### src/hw/debug_gate_defs.svh
`ifndef DEBUG_GATE_DEFS_SVH
`define DEBUG_GATE_DEFS_SVH

// =====================================================================
// Register map (byte addresses)
`define DG_ADDR_W        5
`define DG_OFS_CTRL      5'h00
`define DG_OFS_ID0       5'h04
`define DG_OFS_ID1       5'h08
`define DG_OFS_ID2       5'h0C
`define DG_OFS_STATUS    5'h10

// =====================================================================
// Control fields
`define DG_CTRL_AUTH     0
`define DG_CTRL_RELOCK   1
`define DG_CTRL_FAILCLR  2
`define DG_CTRL_LINK_LO  4
`define DG_CTRL_LINK_HI  5

// =====================================================================
// Status fields
`define DG_ST_UNLOCKED   0
`define DG_ST_EMU_FLAG   1
`define DG_ST_ENABLED    2
`define DG_ST_FAIL       3
`define DG_ST_BREAK_OK   4
`define DG_ST_MON_OK     5

// =====================================================================
// Stored code layout and reset values
`define DG_ID_BYTES      10
`define DG_ID_FIRST_ADDR 8'h70
`define DG_ID_LAST_ADDR  8'h79
`define DG_EMU_FLAG_BIT  79
`define DG_RST_WORD      32'h0000_0000
`define DG_RST_HALF      16'h0000
`define DG_RESP_OKAY     2'b00
`define DG_RESP_SLVERR   2'b10

`endif

### src/hw/debug_gate_pkg.sv
package debug_gate_pkg;

  typedef enum logic [1:0] {
    AUTH_LOCKED = 2'b00,
    AUTH_CHECK  = 2'b01,
    AUTH_OPEN   = 2'b10,
    AUTH_DENIED = 2'b11
  } auth_state_t;

  typedef enum logic [1:0] {
    LINK_CSI0 = 2'b00,
    LINK_CSI3 = 2'b01,
    LINK_UART = 2'b10,
    LINK_RSVD = 2'b11
  } link_mode_t;

  typedef struct packed {
    auth_state_t auth;
    link_mode_t  link;
    logic        fail;
    logic [31:0] id0;
    logic [31:0] id1;
    logic [15:0] id2;
    logic        aw_got;
    logic        w_got;
    logic [4:0]  awaddr;
    logic [31:0] wdata;
    logic [3:0]  wstrb;
    logic        awready;
    logic        wready;
    logic        bvalid;
    logic [1:0]  bresp;
    logic        arready;
    logic        rvalid;
    logic [1:0]  rresp;
    logic [31:0] rdata;
    logic        debug_enabled;
    logic        break_grant;
    logic        monitor_grant;
    logic        monitor_write_reject;
    logic        standby_wake;
    logic        flash_read_valid;
    logic [31:0] flash_rdata;
  } gate_state_t;

endpackage

### src/hw/id_code_compare.sv
`timescale 1ns/1ps
`include "debug_gate_defs.svh"

module id_code_compare #(
  parameter int BYTES = `DG_ID_BYTES
) (
  input  wire logic [8*BYTES-1:0] stored_id,
  input  wire logic [8*BYTES-1:0] supplied_id,
  output logic                    match
);

  logic [BYTES-1:0] byte_eq;

  // =====================================================================
  // Byte-wise compare, byte 0 is the lowest flash address
  genvar i;
  generate
    for (i = 0; i < BYTES; i++) begin : g_byte
      assign byte_eq[i] = (stored_id[8*i +: 8] == supplied_id[8*i +: 8]);
    end
  endgenerate

  assign match = &byte_eq;

endmodule

### src/hw/debug_access_security_gate.sv
// Summary of operation
// - Compare ten stored flash bytes with host code
// - Match with flag set lifts protection for flash and emulator
// - Bit 7 of last byte permits emulator
// - Flag clear refuses debug despite matching code
// - Forced break blocked under four conditions
// - Monitor and modify also blocked on clock mismatch in UART link mode
// - Monitor requests wake device from standby
// - Protected peripheral writes refused over debug path
`timescale 1ns/1ps
`include "debug_gate_defs.svh"

module debug_access_security_gate (
  input  wire logic        aclk,
  input  wire logic        aresetn,
  input  wire logic [4:0]  s_axi_awaddr,
  input  wire logic        s_axi_awvalid,
  output logic             s_axi_awready,
  input  wire logic [31:0] s_axi_wdata,
  input  wire logic [3:0]  s_axi_wstrb,
  input  wire logic        s_axi_wvalid,
  output logic             s_axi_wready,
  output logic [1:0]       s_axi_bresp,
  output logic             s_axi_bvalid,
  input  wire logic        s_axi_bready,
  input  wire logic [4:0]  s_axi_araddr,
  input  wire logic        s_axi_arvalid,
  output logic             s_axi_arready,
  output logic [31:0]      s_axi_rdata,
  output logic [1:0]       s_axi_rresp,
  output logic             s_axi_rvalid,
  input  wire logic        s_axi_rready,
  input  wire logic [79:0] stored_id,
  input  wire logic        global_interrupt_disable,
  input  wire logic        debug_irq_masked,
  input  wire logic        standby_active,
  input  wire logic        standby_maskable_wake_off,
  input  wire logic        main_clock_running,
  input  wire logic        uart_clock_mismatch,
  input  wire logic        break_req,
  input  wire logic        monitor_req,
  input  wire logic        monitor_write,
  input  wire logic        monitor_target_protected,
  input  wire logic        flash_read_req,
  input  wire logic [31:0] flash_rdata_in,
  output logic             debug_enabled,
  output logic             break_grant,
  output logic             monitor_grant,
  output logic             monitor_write_reject,
  output logic             standby_wake,
  output logic             flash_read_valid,
  output logic [31:0]      flash_rdata
);

  debug_gate_pkg::gate_state_t s_q;
  debug_gate_pkg::gate_state_t s_d;
  logic                        id_match;
  logic                        emu_flag;
  logic                        brk_block;
  logic                        mon_block;

  // =====================================================================
  // Helpers
  function automatic logic [31:0] merge_bytes(input logic [31:0] old_v, input logic [31:0] new_v,
                                              input logic [3:0] strb);
    logic [31:0] r;
    r = old_v;
    for (int b = 0; b < 4; b++) begin
      if (strb[b]) begin
        r[8*b +: 8] = new_v[8*b +: 8];
      end
    end
    return r;
  endfunction

  function automatic logic break_blocked(input logic gid, input logic masked, input logic stby,
                                         input logic wake_off, input debug_gate_pkg::link_mode_t lm,
                                         input logic clk_run);
    return gid || masked || (stby && wake_off) || (lm == debug_gate_pkg::LINK_UART && !clk_run);
  endfunction

  // =====================================================================
  // Code comparison
  id_code_compare #(
    .BYTES       (`DG_ID_BYTES)
  ) u_cmp (
    .stored_id   (stored_id),
    .supplied_id ({s_q.id2, s_q.id1, s_q.id0}),
    .match       (id_match)
  );

  assign emu_flag  = stored_id[`DG_EMU_FLAG_BIT];
  assign brk_block = break_blocked(global_interrupt_disable, debug_irq_masked, standby_active,
                                   standby_maskable_wake_off, s_q.link, main_clock_running);
  assign mon_block = brk_block || (s_q.link == debug_gate_pkg::LINK_UART && uart_clock_mismatch);

  // =====================================================================
  // Next state
  always_comb begin
    logic       wr_fire;
    logic [2:0] widx;
    logic [2:0] ridx;
    logic       en;
    logic [31:0] id2_w;
    wr_fire = 1'b0;
    id2_w   = 32'h0000_0000;
    widx    = 3'h0;
    ridx    = 3'h0;
    en      = (s_q.auth == debug_gate_pkg::AUTH_OPEN);
    s_d     = s_q;

    // Write address and data may arrive in either order
    if (s_axi_awvalid && s_q.awready) begin
      s_d.aw_got = 1'b1;
      s_d.awaddr = s_axi_awaddr;
    end
    if (s_axi_wvalid && s_q.wready) begin
      s_d.w_got = 1'b1;
      s_d.wdata = s_axi_wdata;
      s_d.wstrb = s_axi_wstrb;
    end
    if (s_q.bvalid && s_axi_bready) begin
      s_d.bvalid = 1'b0;
    end
    if (s_q.aw_got && s_q.w_got && !s_q.bvalid) begin
      wr_fire    = 1'b1;
      widx       = s_q.awaddr[4:2];
      s_d.aw_got = 1'b0;
      s_d.w_got  = 1'b0;
      s_d.bvalid = 1'b1;
      s_d.bresp  = (widx <= 3'h4) ? `DG_RESP_OKAY : `DG_RESP_SLVERR;
    end

    // Authentication sequence
    case (s_q.auth)
      debug_gate_pkg::AUTH_CHECK: begin
        if (id_match && emu_flag) begin
          s_d.auth = debug_gate_pkg::AUTH_OPEN;
        end else begin
          s_d.auth = debug_gate_pkg::AUTH_DENIED;
          s_d.fail = 1'b1;
        end
      end
      debug_gate_pkg::AUTH_LOCKED, debug_gate_pkg::AUTH_OPEN, debug_gate_pkg::AUTH_DENIED: begin
        s_d.auth = s_q.auth;
      end
      default: begin
        s_d.auth = debug_gate_pkg::AUTH_LOCKED;
      end
    endcase

    if (wr_fire) begin
      case (widx)
        3'h0: begin
          s_d.link = debug_gate_pkg::link_mode_t'(s_q.wdata[`DG_CTRL_LINK_HI:`DG_CTRL_LINK_LO]);
          if (s_q.wdata[`DG_CTRL_FAILCLR] && !(s_q.auth == debug_gate_pkg::AUTH_CHECK)) begin
            s_d.fail = 1'b0;
          end
          if (s_q.wdata[`DG_CTRL_RELOCK]) begin
            s_d.auth = debug_gate_pkg::AUTH_LOCKED;
          end
          if (s_q.wdata[`DG_CTRL_AUTH]) begin
            s_d.auth = debug_gate_pkg::AUTH_CHECK;
          end
        end
        3'h1: s_d.id0 = merge_bytes(s_q.id0, s_q.wdata, s_q.wstrb);
        3'h2: s_d.id1 = merge_bytes(s_q.id1, s_q.wdata, s_q.wstrb);
        3'h3: begin
          id2_w   = merge_bytes({16'h0000, s_q.id2}, s_q.wdata, s_q.wstrb);
          s_d.id2 = id2_w[15:0];
        end
        default: begin
          s_d.id2 = s_q.id2;
        end
      endcase
    end

    s_d.awready = !s_d.aw_got && !s_d.bvalid;
    s_d.wready  = !s_d.w_got && !s_d.bvalid;

    // Read channel
    if (s_q.rvalid && s_axi_rready) begin
      s_d.rvalid = 1'b0;
    end
    if (s_axi_arvalid && s_q.arready) begin
      ridx       = s_axi_araddr[4:2];
      s_d.rvalid = 1'b1;
      s_d.rresp  = `DG_RESP_OKAY;
      case (ridx)
        3'h0: s_d.rdata = {26'h0, s_q.link, 4'h0};
        3'h1: s_d.rdata = s_q.id0;
        3'h2: s_d.rdata = s_q.id1;
        3'h3: s_d.rdata = {16'h0000, s_q.id2};
        3'h4: s_d.rdata = {26'h0, !mon_block, !brk_block, s_q.fail, en, emu_flag, en};
        default: begin
          s_d.rdata = 32'h0000_0000;
          s_d.rresp = `DG_RESP_SLVERR;
        end
      endcase
    end
    s_d.arready = !s_d.rvalid;

    // Debug path, one registered cycle after each request
    s_d.debug_enabled        = en;
    s_d.break_grant          = break_req && en && !brk_block;
    s_d.monitor_write_reject = monitor_req && monitor_write && monitor_target_protected;
    s_d.monitor_grant        = monitor_req && en && !mon_block &&
                               !(monitor_write && monitor_target_protected);
    s_d.standby_wake         = monitor_req && en && standby_active && !standby_maskable_wake_off &&
                               (s_q.link != debug_gate_pkg::LINK_UART || main_clock_running);
    s_d.flash_read_valid     = flash_read_req;
    s_d.flash_rdata          = (flash_read_req && en) ? flash_rdata_in : 32'h0000_0000;
  end

  always_ff @(posedge aclk) begin
    if (!aresetn) begin
      s_q         <= '0;
      s_q.auth    <= debug_gate_pkg::AUTH_LOCKED;
      s_q.link    <= debug_gate_pkg::LINK_CSI0;
      s_q.id0     <= `DG_RST_WORD;
      s_q.id1     <= `DG_RST_WORD;
      s_q.id2     <= `DG_RST_HALF;
      s_q.awready <= 1'b1;
      s_q.wready  <= 1'b1;
      s_q.arready <= 1'b1;
    end else begin
      s_q <= s_d;
    end
  end

  assign s_axi_awready        = s_q.awready;
  assign s_axi_wready         = s_q.wready;
  assign s_axi_bvalid         = s_q.bvalid;
  assign s_axi_bresp          = s_q.bresp;
  assign s_axi_arready        = s_q.arready;
  assign s_axi_rvalid         = s_q.rvalid;
  assign s_axi_rresp          = s_q.rresp;
  assign s_axi_rdata          = s_q.rdata;
  assign debug_enabled        = s_q.debug_enabled;
  assign break_grant          = s_q.break_grant;
  assign monitor_grant        = s_q.monitor_grant;
  assign monitor_write_reject = s_q.monitor_write_reject;
  assign standby_wake         = s_q.standby_wake;
  assign flash_read_valid     = s_q.flash_read_valid;
  assign flash_rdata          = s_q.flash_rdata;
endmodule

### config.mk
export PLATFORM = sky130hd
export DESIGN_NAME = debug_access_security_gate
export DESIGN_NICKNAME = d
export VERILOG_FILES = /design/src/hw/debug_gate_pkg.sv /design/src/hw/id_code_compare.sv /design/src/hw/debug_access_security_gate.sv
export VERILOG_INCLUDE_DIRS = /design/src /design/src/hw
export SDC_FILE = /design/constraint.sdc
export NUM_CORES = 1
export LEC_CHECK = 0
export ABC_AREA = 1
export BUFFER_PORTS_ARGS = -buffer_cell sky130_fd_sc_hd__buf_2
export CAP_MARGIN = 25
export CORE_MARGIN = 10
export CORE_UTILIZATION = 48
export CTS_CLUSTER_SIZE = 25
export DETAILED_ROUTE_END_ITERATION = 12
export PLACE_DENSITY = 0.76
export SKIP_CTS_REPAIR_TIMING = 1
export SLEW_MARGIN = 20
export SYNTH_ARGS = -nofsm -noshare
export SYNTH_HDL_FRONTEND = slang
export SYNTH_HIERARCHICAL = 1
export SYNTH_SLANG_ARGS = --single-unit
### constraint.sdc
create_clock -name aclk -period 1.3 [get_ports aclk]
set_clock_uncertainty 0.05 [all_clocks]
set_input_delay 0.195 -clock aclk [delete_from_list [all_inputs] [get_ports aclk]]
set_output_delay 0.195 -clock aclk [all_outputs]
set_load 0.02 [all_outputs]
Yosys cells after proc, flatten, opt, wreduce, memory -nomap -nowiden
Cells that the tools add are included.
W data, S select, Z words.
{ "op_classes": {"eq_ne": 22, "n_reduce_logical": 60, "n_lt_le_gt_ge": 1, "mux": 34} }
{ "ops": {"columns": ["operator", "count"], "rows": [
  ["$pmux W32 S5", 1],
  ["$mux W85", 1],
  ["$eq A8 B8 Y1", 10],
  ["$mux W8", 10],
  ["$mux W32", 2],
  ["$mux W35", 1],
  ["$reduce_and A3 Y1", 10],
  ["$logic_and A1 B1 Y1", 26],
  ["$mux W16", 1],
  ["$eq A3 B2 Y1 const B", 4],
  ["$logic_not A1 Y1", 11],
  ["$mux W2", 5],
  ["$reduce_and A10 Y1", 1],
  ["$mux W1", 9],
  ["$eq A2 B2 Y1 const B", 3],
  ["$eq A3 B1 Y1 const B", 2],
  ["$logic_not A3 Y1", 2],
  ["$mux W3", 2],
  ["$logic_or A1 B1 Y1", 5],
  ["$mux W5", 1],
  ["$reduce_or A5 Y1", 1],
  ["$pmux W2 S2", 1],
  ["$reduce_and A2 Y1", 2],
  ["$eq A3 B3 Y1 const B", 1],
  ["other kinds (5)", 5]
]} }
{ "word_totals": {"out_inout_bits": 79, "word_cells": 150, "regBits": 207} }

Logic depth before layout (Yosys ltp)
{ "logic_depth": {"word_depth": 9, "ltp_mapped": 13, "mapped_depth_nobuf": 13} }

Modules after synthesis
Netlist, hierarchy kept.
{ "by_module_without_submodules": {"columns": ["mod", "n_inst", "cells_each", "area_each_um2"], "rows": [
  ["debug_access_security_gate", 1, 1077, 8323.0],
  ["id_code_compare", 1, 305, 1372.6]
]} }

Worst setup path after synthesis
OpenSTA, ideal clock, no wires.
{ "synth_path": {"path_kind": "flip-flop to flip-flop", "start": "register s_q, in the netlist s_axi_bvalid", "end": "register s_q[175] (netlist bit)", "path_slack_ns": -0.103, "required_time_ns": 1.131, "path_stages_with_launch": 8, "t_arrival_ns": 1.234, "setup_time_ns": 0.119, "cell_sequence": "dfxtp_1 > inv_1 > nand3_4 > inv_2 > nand4_2 > buf_2 > o21ai_0 > a21oi_1"} }
{ "synth_between": {"elab_chain_len": 5, "elab_cells_between_ends": 6, "cone_classes": "eq/ne: 1; mux: 2; reduce/logical: 3"} }
{ "synth_lines": {"columns": ["item", "line_no", "text"], "rows": [
  ["from (decl)", "debug_access_security_gate.sv:55", "debug_gate_pkg::gate_state_t s_q;"],
  ["$logic_not A1 Y1 *", "debug_access_security_gate.sv:125", "if (s_q.aw_got && s_q.w_got && !s_q.bvalid) begin"],
  ["$logic_and A1 B1 Y1 *", "debug_access_security_gate.sv:125", null],
  ["$mux W3", "debug_access_security_gate.sv:125", null],
  ["$eq A3 B1 Y1", "debug_access_security_gate.sv:153", "case (widx)"],
  ["$reduce_and A3 Y1 (no source line) *", null, null]
]} }
Mark *: on every way between the ends. The rest lies on a longest branch, timed or not.
A chain may end at the register's enable or synchronous reset.

Worst setup path in the final report
{ "layout_path": {"start": "register s_q[181] (netlist bit)", "end": "register s_q[202] (netlist bit)"} }
{ "layout_between": {"elab_chain_len": 8} }
{ "layout_lines": {"columns": ["item", "line_no", "text"], "rows": [
  ["$eq A8 B8 Y1 *", "id_code_compare.sv:19", "assign byte_eq[i] = (stored_id[8*i +: 8] == supplied_id[8*i +: 8]);"],
  ["$reduce_and A10 Y1 *", "id_code_compare.sv:23", "assign match = &byte_eq;"],
  ["via id_match", "debug_access_security_gate.sv:57", "logic id_match;"],
  ["$logic_and A1 B1 Y1 *", "debug_access_security_gate.sv:137", "if (id_match && emu_flag) begin"],
  ["$mux W1 *", "debug_access_security_gate.sv:137", null],
  ["$mux W1 *", "debug_access_security_gate.sv:135", "case (s_q.auth)"],
  ["$mux W1", "debug_access_security_gate.sv:156", "if (s_q.wdata[`DG_CTRL_FAILCLR] && !(s_q.auth == debug_gate_pkg::AUTH_CHECK)) begin"],
  ["$mux W5", "debug_access_security_gate.sv:153", null],
  ["$mux W85 *", "debug_access_security_gate.sv:152", "if (wr_fire) begin"]
]} }
The timed path passes the listed nets; every way through them passes the cells marked *.

==> out/metrics.sh <==
CTS-ROOT-TO-SINK-BUFFERS=3
MAX_SLEW.WORST_PIN.SLEW_NS=0.5086
TIMING.SLEW.HEADROOM_PCT=66.05
SYN_AREA_UM2=9696
LARGEST_REGISTER='s_q'
REG2REGPATHDEPTH=10
CTS_TREE='built'
GRT_FIRST_PASS_WIRELENGTH_UM=47100
FLOORPLAN.DIE.WIDTH_UM=162.1
TIMING.CRITICAL_PATH.FROM_TYPE='register'
GRT_MAX_DEGREE=64
CTS_H_TREE_DEPTH=1
FILLERS=1443
INITIAL_CORE_UTILIZATION_PCT=49.33
RUN_STATUS='finished with violations'
DETAILED_ROUTE_ITER0_VIOLATIONS=952
MAXCAPVIOLCOUNT=0
CTS.SINK_COUNT=203
AVGSYNTHCELLAREA_UM2=7.016
ANTENNA_FOUND_INITIAL=3
HOLDCRITPATHCLASS='in -> reg'
HOLD_VIOLATIONS=3
SETUP.WORST_PATH.START='s_q[181]'
CP_MAX_FO=2
GRT_UTIL_ALL_LAYERS_PCT=22.04
HOLDCRITSTARTPOINT='s_axi_wstrb[3]'
DIE_H_UM=162.1
SYNTH-SEQ-AREA-SHARE_PCT=41.92
FP-ROW-COUNT=51
FAILING_CHECKS='hold timing, setup timing'
GRT_PASS1_VIAS=9061
WORST-ENDPOINT-REQUIRED_NS=1.65
TOP_LEVEL_PORTS=255
FINALSETUPVIOLATIONS=86
DP_HPWL_UM=23710
FINAL_COMMON_CELL='sky130_fd_sc_hd__nand2_1'
CTS_BUFFERS=23
LARGEST_REGISTER_FFS=126
SYNTH_TOP_AREA_SHARE_PCT=41.92
FLOORPLAN.DIE_AREA_UM2=26280
DETAIL_ROUTE.FIRST_PASS.ITERATIONS=8
FINALWEIGHTEDCONGESTION=0.9061
TIGHTEST_HOLD_MARGIN_NS=-0.06138
SYNTH.LIB_CELLS_USED.DISTINCT=38
GRT-OVFL-TOTAL=0
PRECTSSETUPSLACK_NS=-0.4315
CRITPATHCAPTURETYPE='register'
ROUTED_WL_UM=35880
R2R_START='s_q[181]'
WIRE_PER_INST_UM=17.63
CLOCK_ROOT_BUFFER='sky130_fd_sc_hd__clkbuf_16'
POST_SYNTH_MAIN_AREA_CONTRIBUTORS='sky130_fd_sc_hd__dfxtp_1 (42%), sky130_fd_sc_hd__nand2_1 (13%), sky130_fd_sc_hd__nor2_1 (7.8%)'
CLK_LATENCY_NS=0.51
POWER.DENSITY_CELL_AREA_nW_PER_UM2=1061
DESIGN.FINAL.NETS=1926
VIA_PER_INST=5.091
R2R_END='s_q[202]'
MAXIMUM_CLOCK_FREQUENCY_MHz=609.4
FINAL_LAYOUT_SIZE_SUFFIX_GT1_SHARE_PCT=34.09
RSZ0062_AT_GRT='yes'
FINAL_WS_SETUP_NS=-0.3409
YOSYSTOPAREACELL='sky130_fd_sc_hd__dfxtp_1'
TIMING.CRITICAL_PATH.ARRIVAL_NS=1.99
TOP_LIBRARY_CELLS_BY_USAGE_IN_THE_LAYOUT_FILL_AND_TAPS_ASIDE='sky130_fd_sc_hd__nand2_1 (312), sky130_fd_sc_hd__buf_2 (246), sky130_fd_sc_hd__inv_1 (199)'
FINAL-MAX-SLEW-VIOLATION-COUNT=0
VDD_DROP_MAX_V=0.0009158
FINALCRITPERIODSHARE_PCT=126.2
VIAS=10361
POST-ROUTE-MIN-PERIOD_NS=1.641
SYNTHTOLAYOUTAREAGROWTH_PCT=43.68
POST_SYNTH_INST_COUNT=1382
COUNT_OF_INPUT_AND_OUTPUT_BUFFERS=248
CLK_PIN_SLEW_WORST_PATHS_NS=0.07
YS_WARN_COUNT=6
YS_FF_LATCH=203
SETUP.WORST_PATH.CLASS='reg -> reg'
ANTENNA_VIOLATING_NETS_POST_ROUTE=0
PLACEMENT.CELL_AREA_UM2=11500
FINAL_CELL_AREA_UM2=13930
HOLD_PATH_END='s_q[82]'
STATIC-LEAKAGE-POWER_nW=6.508
ROUTE.DETAILED.DRC=0
DESIGN.CORE.AREA_UM2=19650
MIN_PATH_CELLS=3
REG2REG_SETUP_SLACK_NS=-0.34
-- metrics by stage --
| stage | std cells | util (%) | total power [mW] | TNS (ns) |
|---|---|---|---|---|
| after floorplan | 1383 | - | 7.399 | -2.373 |
| after global placement | 1880 | 58.49 | 8.109 | -10.60 |
| after detailed placement | 1880 | 58.49 | 8.144 | -12.07 |
| after CTS | 1921 | 62.19 | 14.35 | -10.95 |
| after global routing | 2033 | 70.86 | 15.21 | -18.20 |
| final | 2035 | 70.88 | 14.78 | -12.08 |
-- cells in the mapped netlist, drive strengths merged --
library cell  instances
nand3                15
o22ai                16
nor3                  5
conb                  1
nand2               334
o21ai                98
a31oi                 2
and2                  3
xnor2                42
nor2                204
clkbuf               28
inv                 207
o211ai               10
buf                  92
and3                  1
a211oi                2
dfxtp               203
or2                   3
clkinv                1
nand4                18
a21oi                96
nor4                  1
-- power breakdown --
part / internal, mW / switching, mW
sequential: 6.39 / 0.218
clock: 3.69 / 2.59
combinational: 0.837 / 1.06
total: 10.9 / 3.87
-- per-layer routing --
layer	wire length (um)	vias to the layer above	track usage, %
li1	-	4965	-
met1	13820	4737	27.39
met2	17410	549	37.79
met3	3286	108	5.056
met4	1344	2	5.211
met5	13	-	0
-- cell families (layout without fill, tap and decap cells) --
group | Yosys count | after routing | synth area share, %
xor gates and xnor gates | 42 | 42 | 3.794
DFF | 203 | 203 | 41.92
and+or+nand+nor | 584 | 592 | 24.84
buffers and inverters | 328 | 703 | 15.89
other | 1 | 6 | 0.03868
AOI/OAI and AO/OA | 224 | 224 | 13.52
-- area by class of cell --
type / count / area [um2] / share of cell area [%]
multi-input combinational: 860 / 4766 / 34.21
sequential: 203 / 4089 / 29.35
timing repair buffer: 454 / 3207 / 23.02
inverter: 208 / 800.8 / 5.748
clock buffer: 32 / 649.4 / 4.661
tap: 265 / 331.6 / 2.380
clock inverter: 9 / 77.57 / 0.5569
antenna: 4 / 10.01 / 0.07185
-- worst max-delay path, cell delays in order, from the launching register on --
cell and delay, ns:
sky130_fd_sc_hd__dfxtp_1 0.32, sky130_fd_sc_hd__xnor2_1 0.19, sky130_fd_sc_hd__nand3_1 0.12, sky130_fd_sc_hd__nor2_1 0.19, sky130_fd_sc_hd__nand2_1 0.09, sky130_fd_sc_hd__nor2_1 0.10, sky130_fd_sc_hd__nand2_1 0.07, sky130_fd_sc_hd__nor2_2 0.12
sky130_fd_sc_hd__nand2_1 0.06, sky130_fd_sc_hd__a31oi_1 0.14, sky130_fd_sc_hd__nor3_1 0.07
-- worst max path at each step --
stage / cells after the start / to
2_1_floorplan: 7 / s_q[149]
4_1_cts: 10 / s_q[202]
3_5_place_dp: 10 / s_q[202]
6_report: 10 / s_q[202]
5_1_grt: 10 / s_q[202]
3_3_place_gp: 10 / s_q[202]
Note: power is estimated with default switching activity, not from simulation.
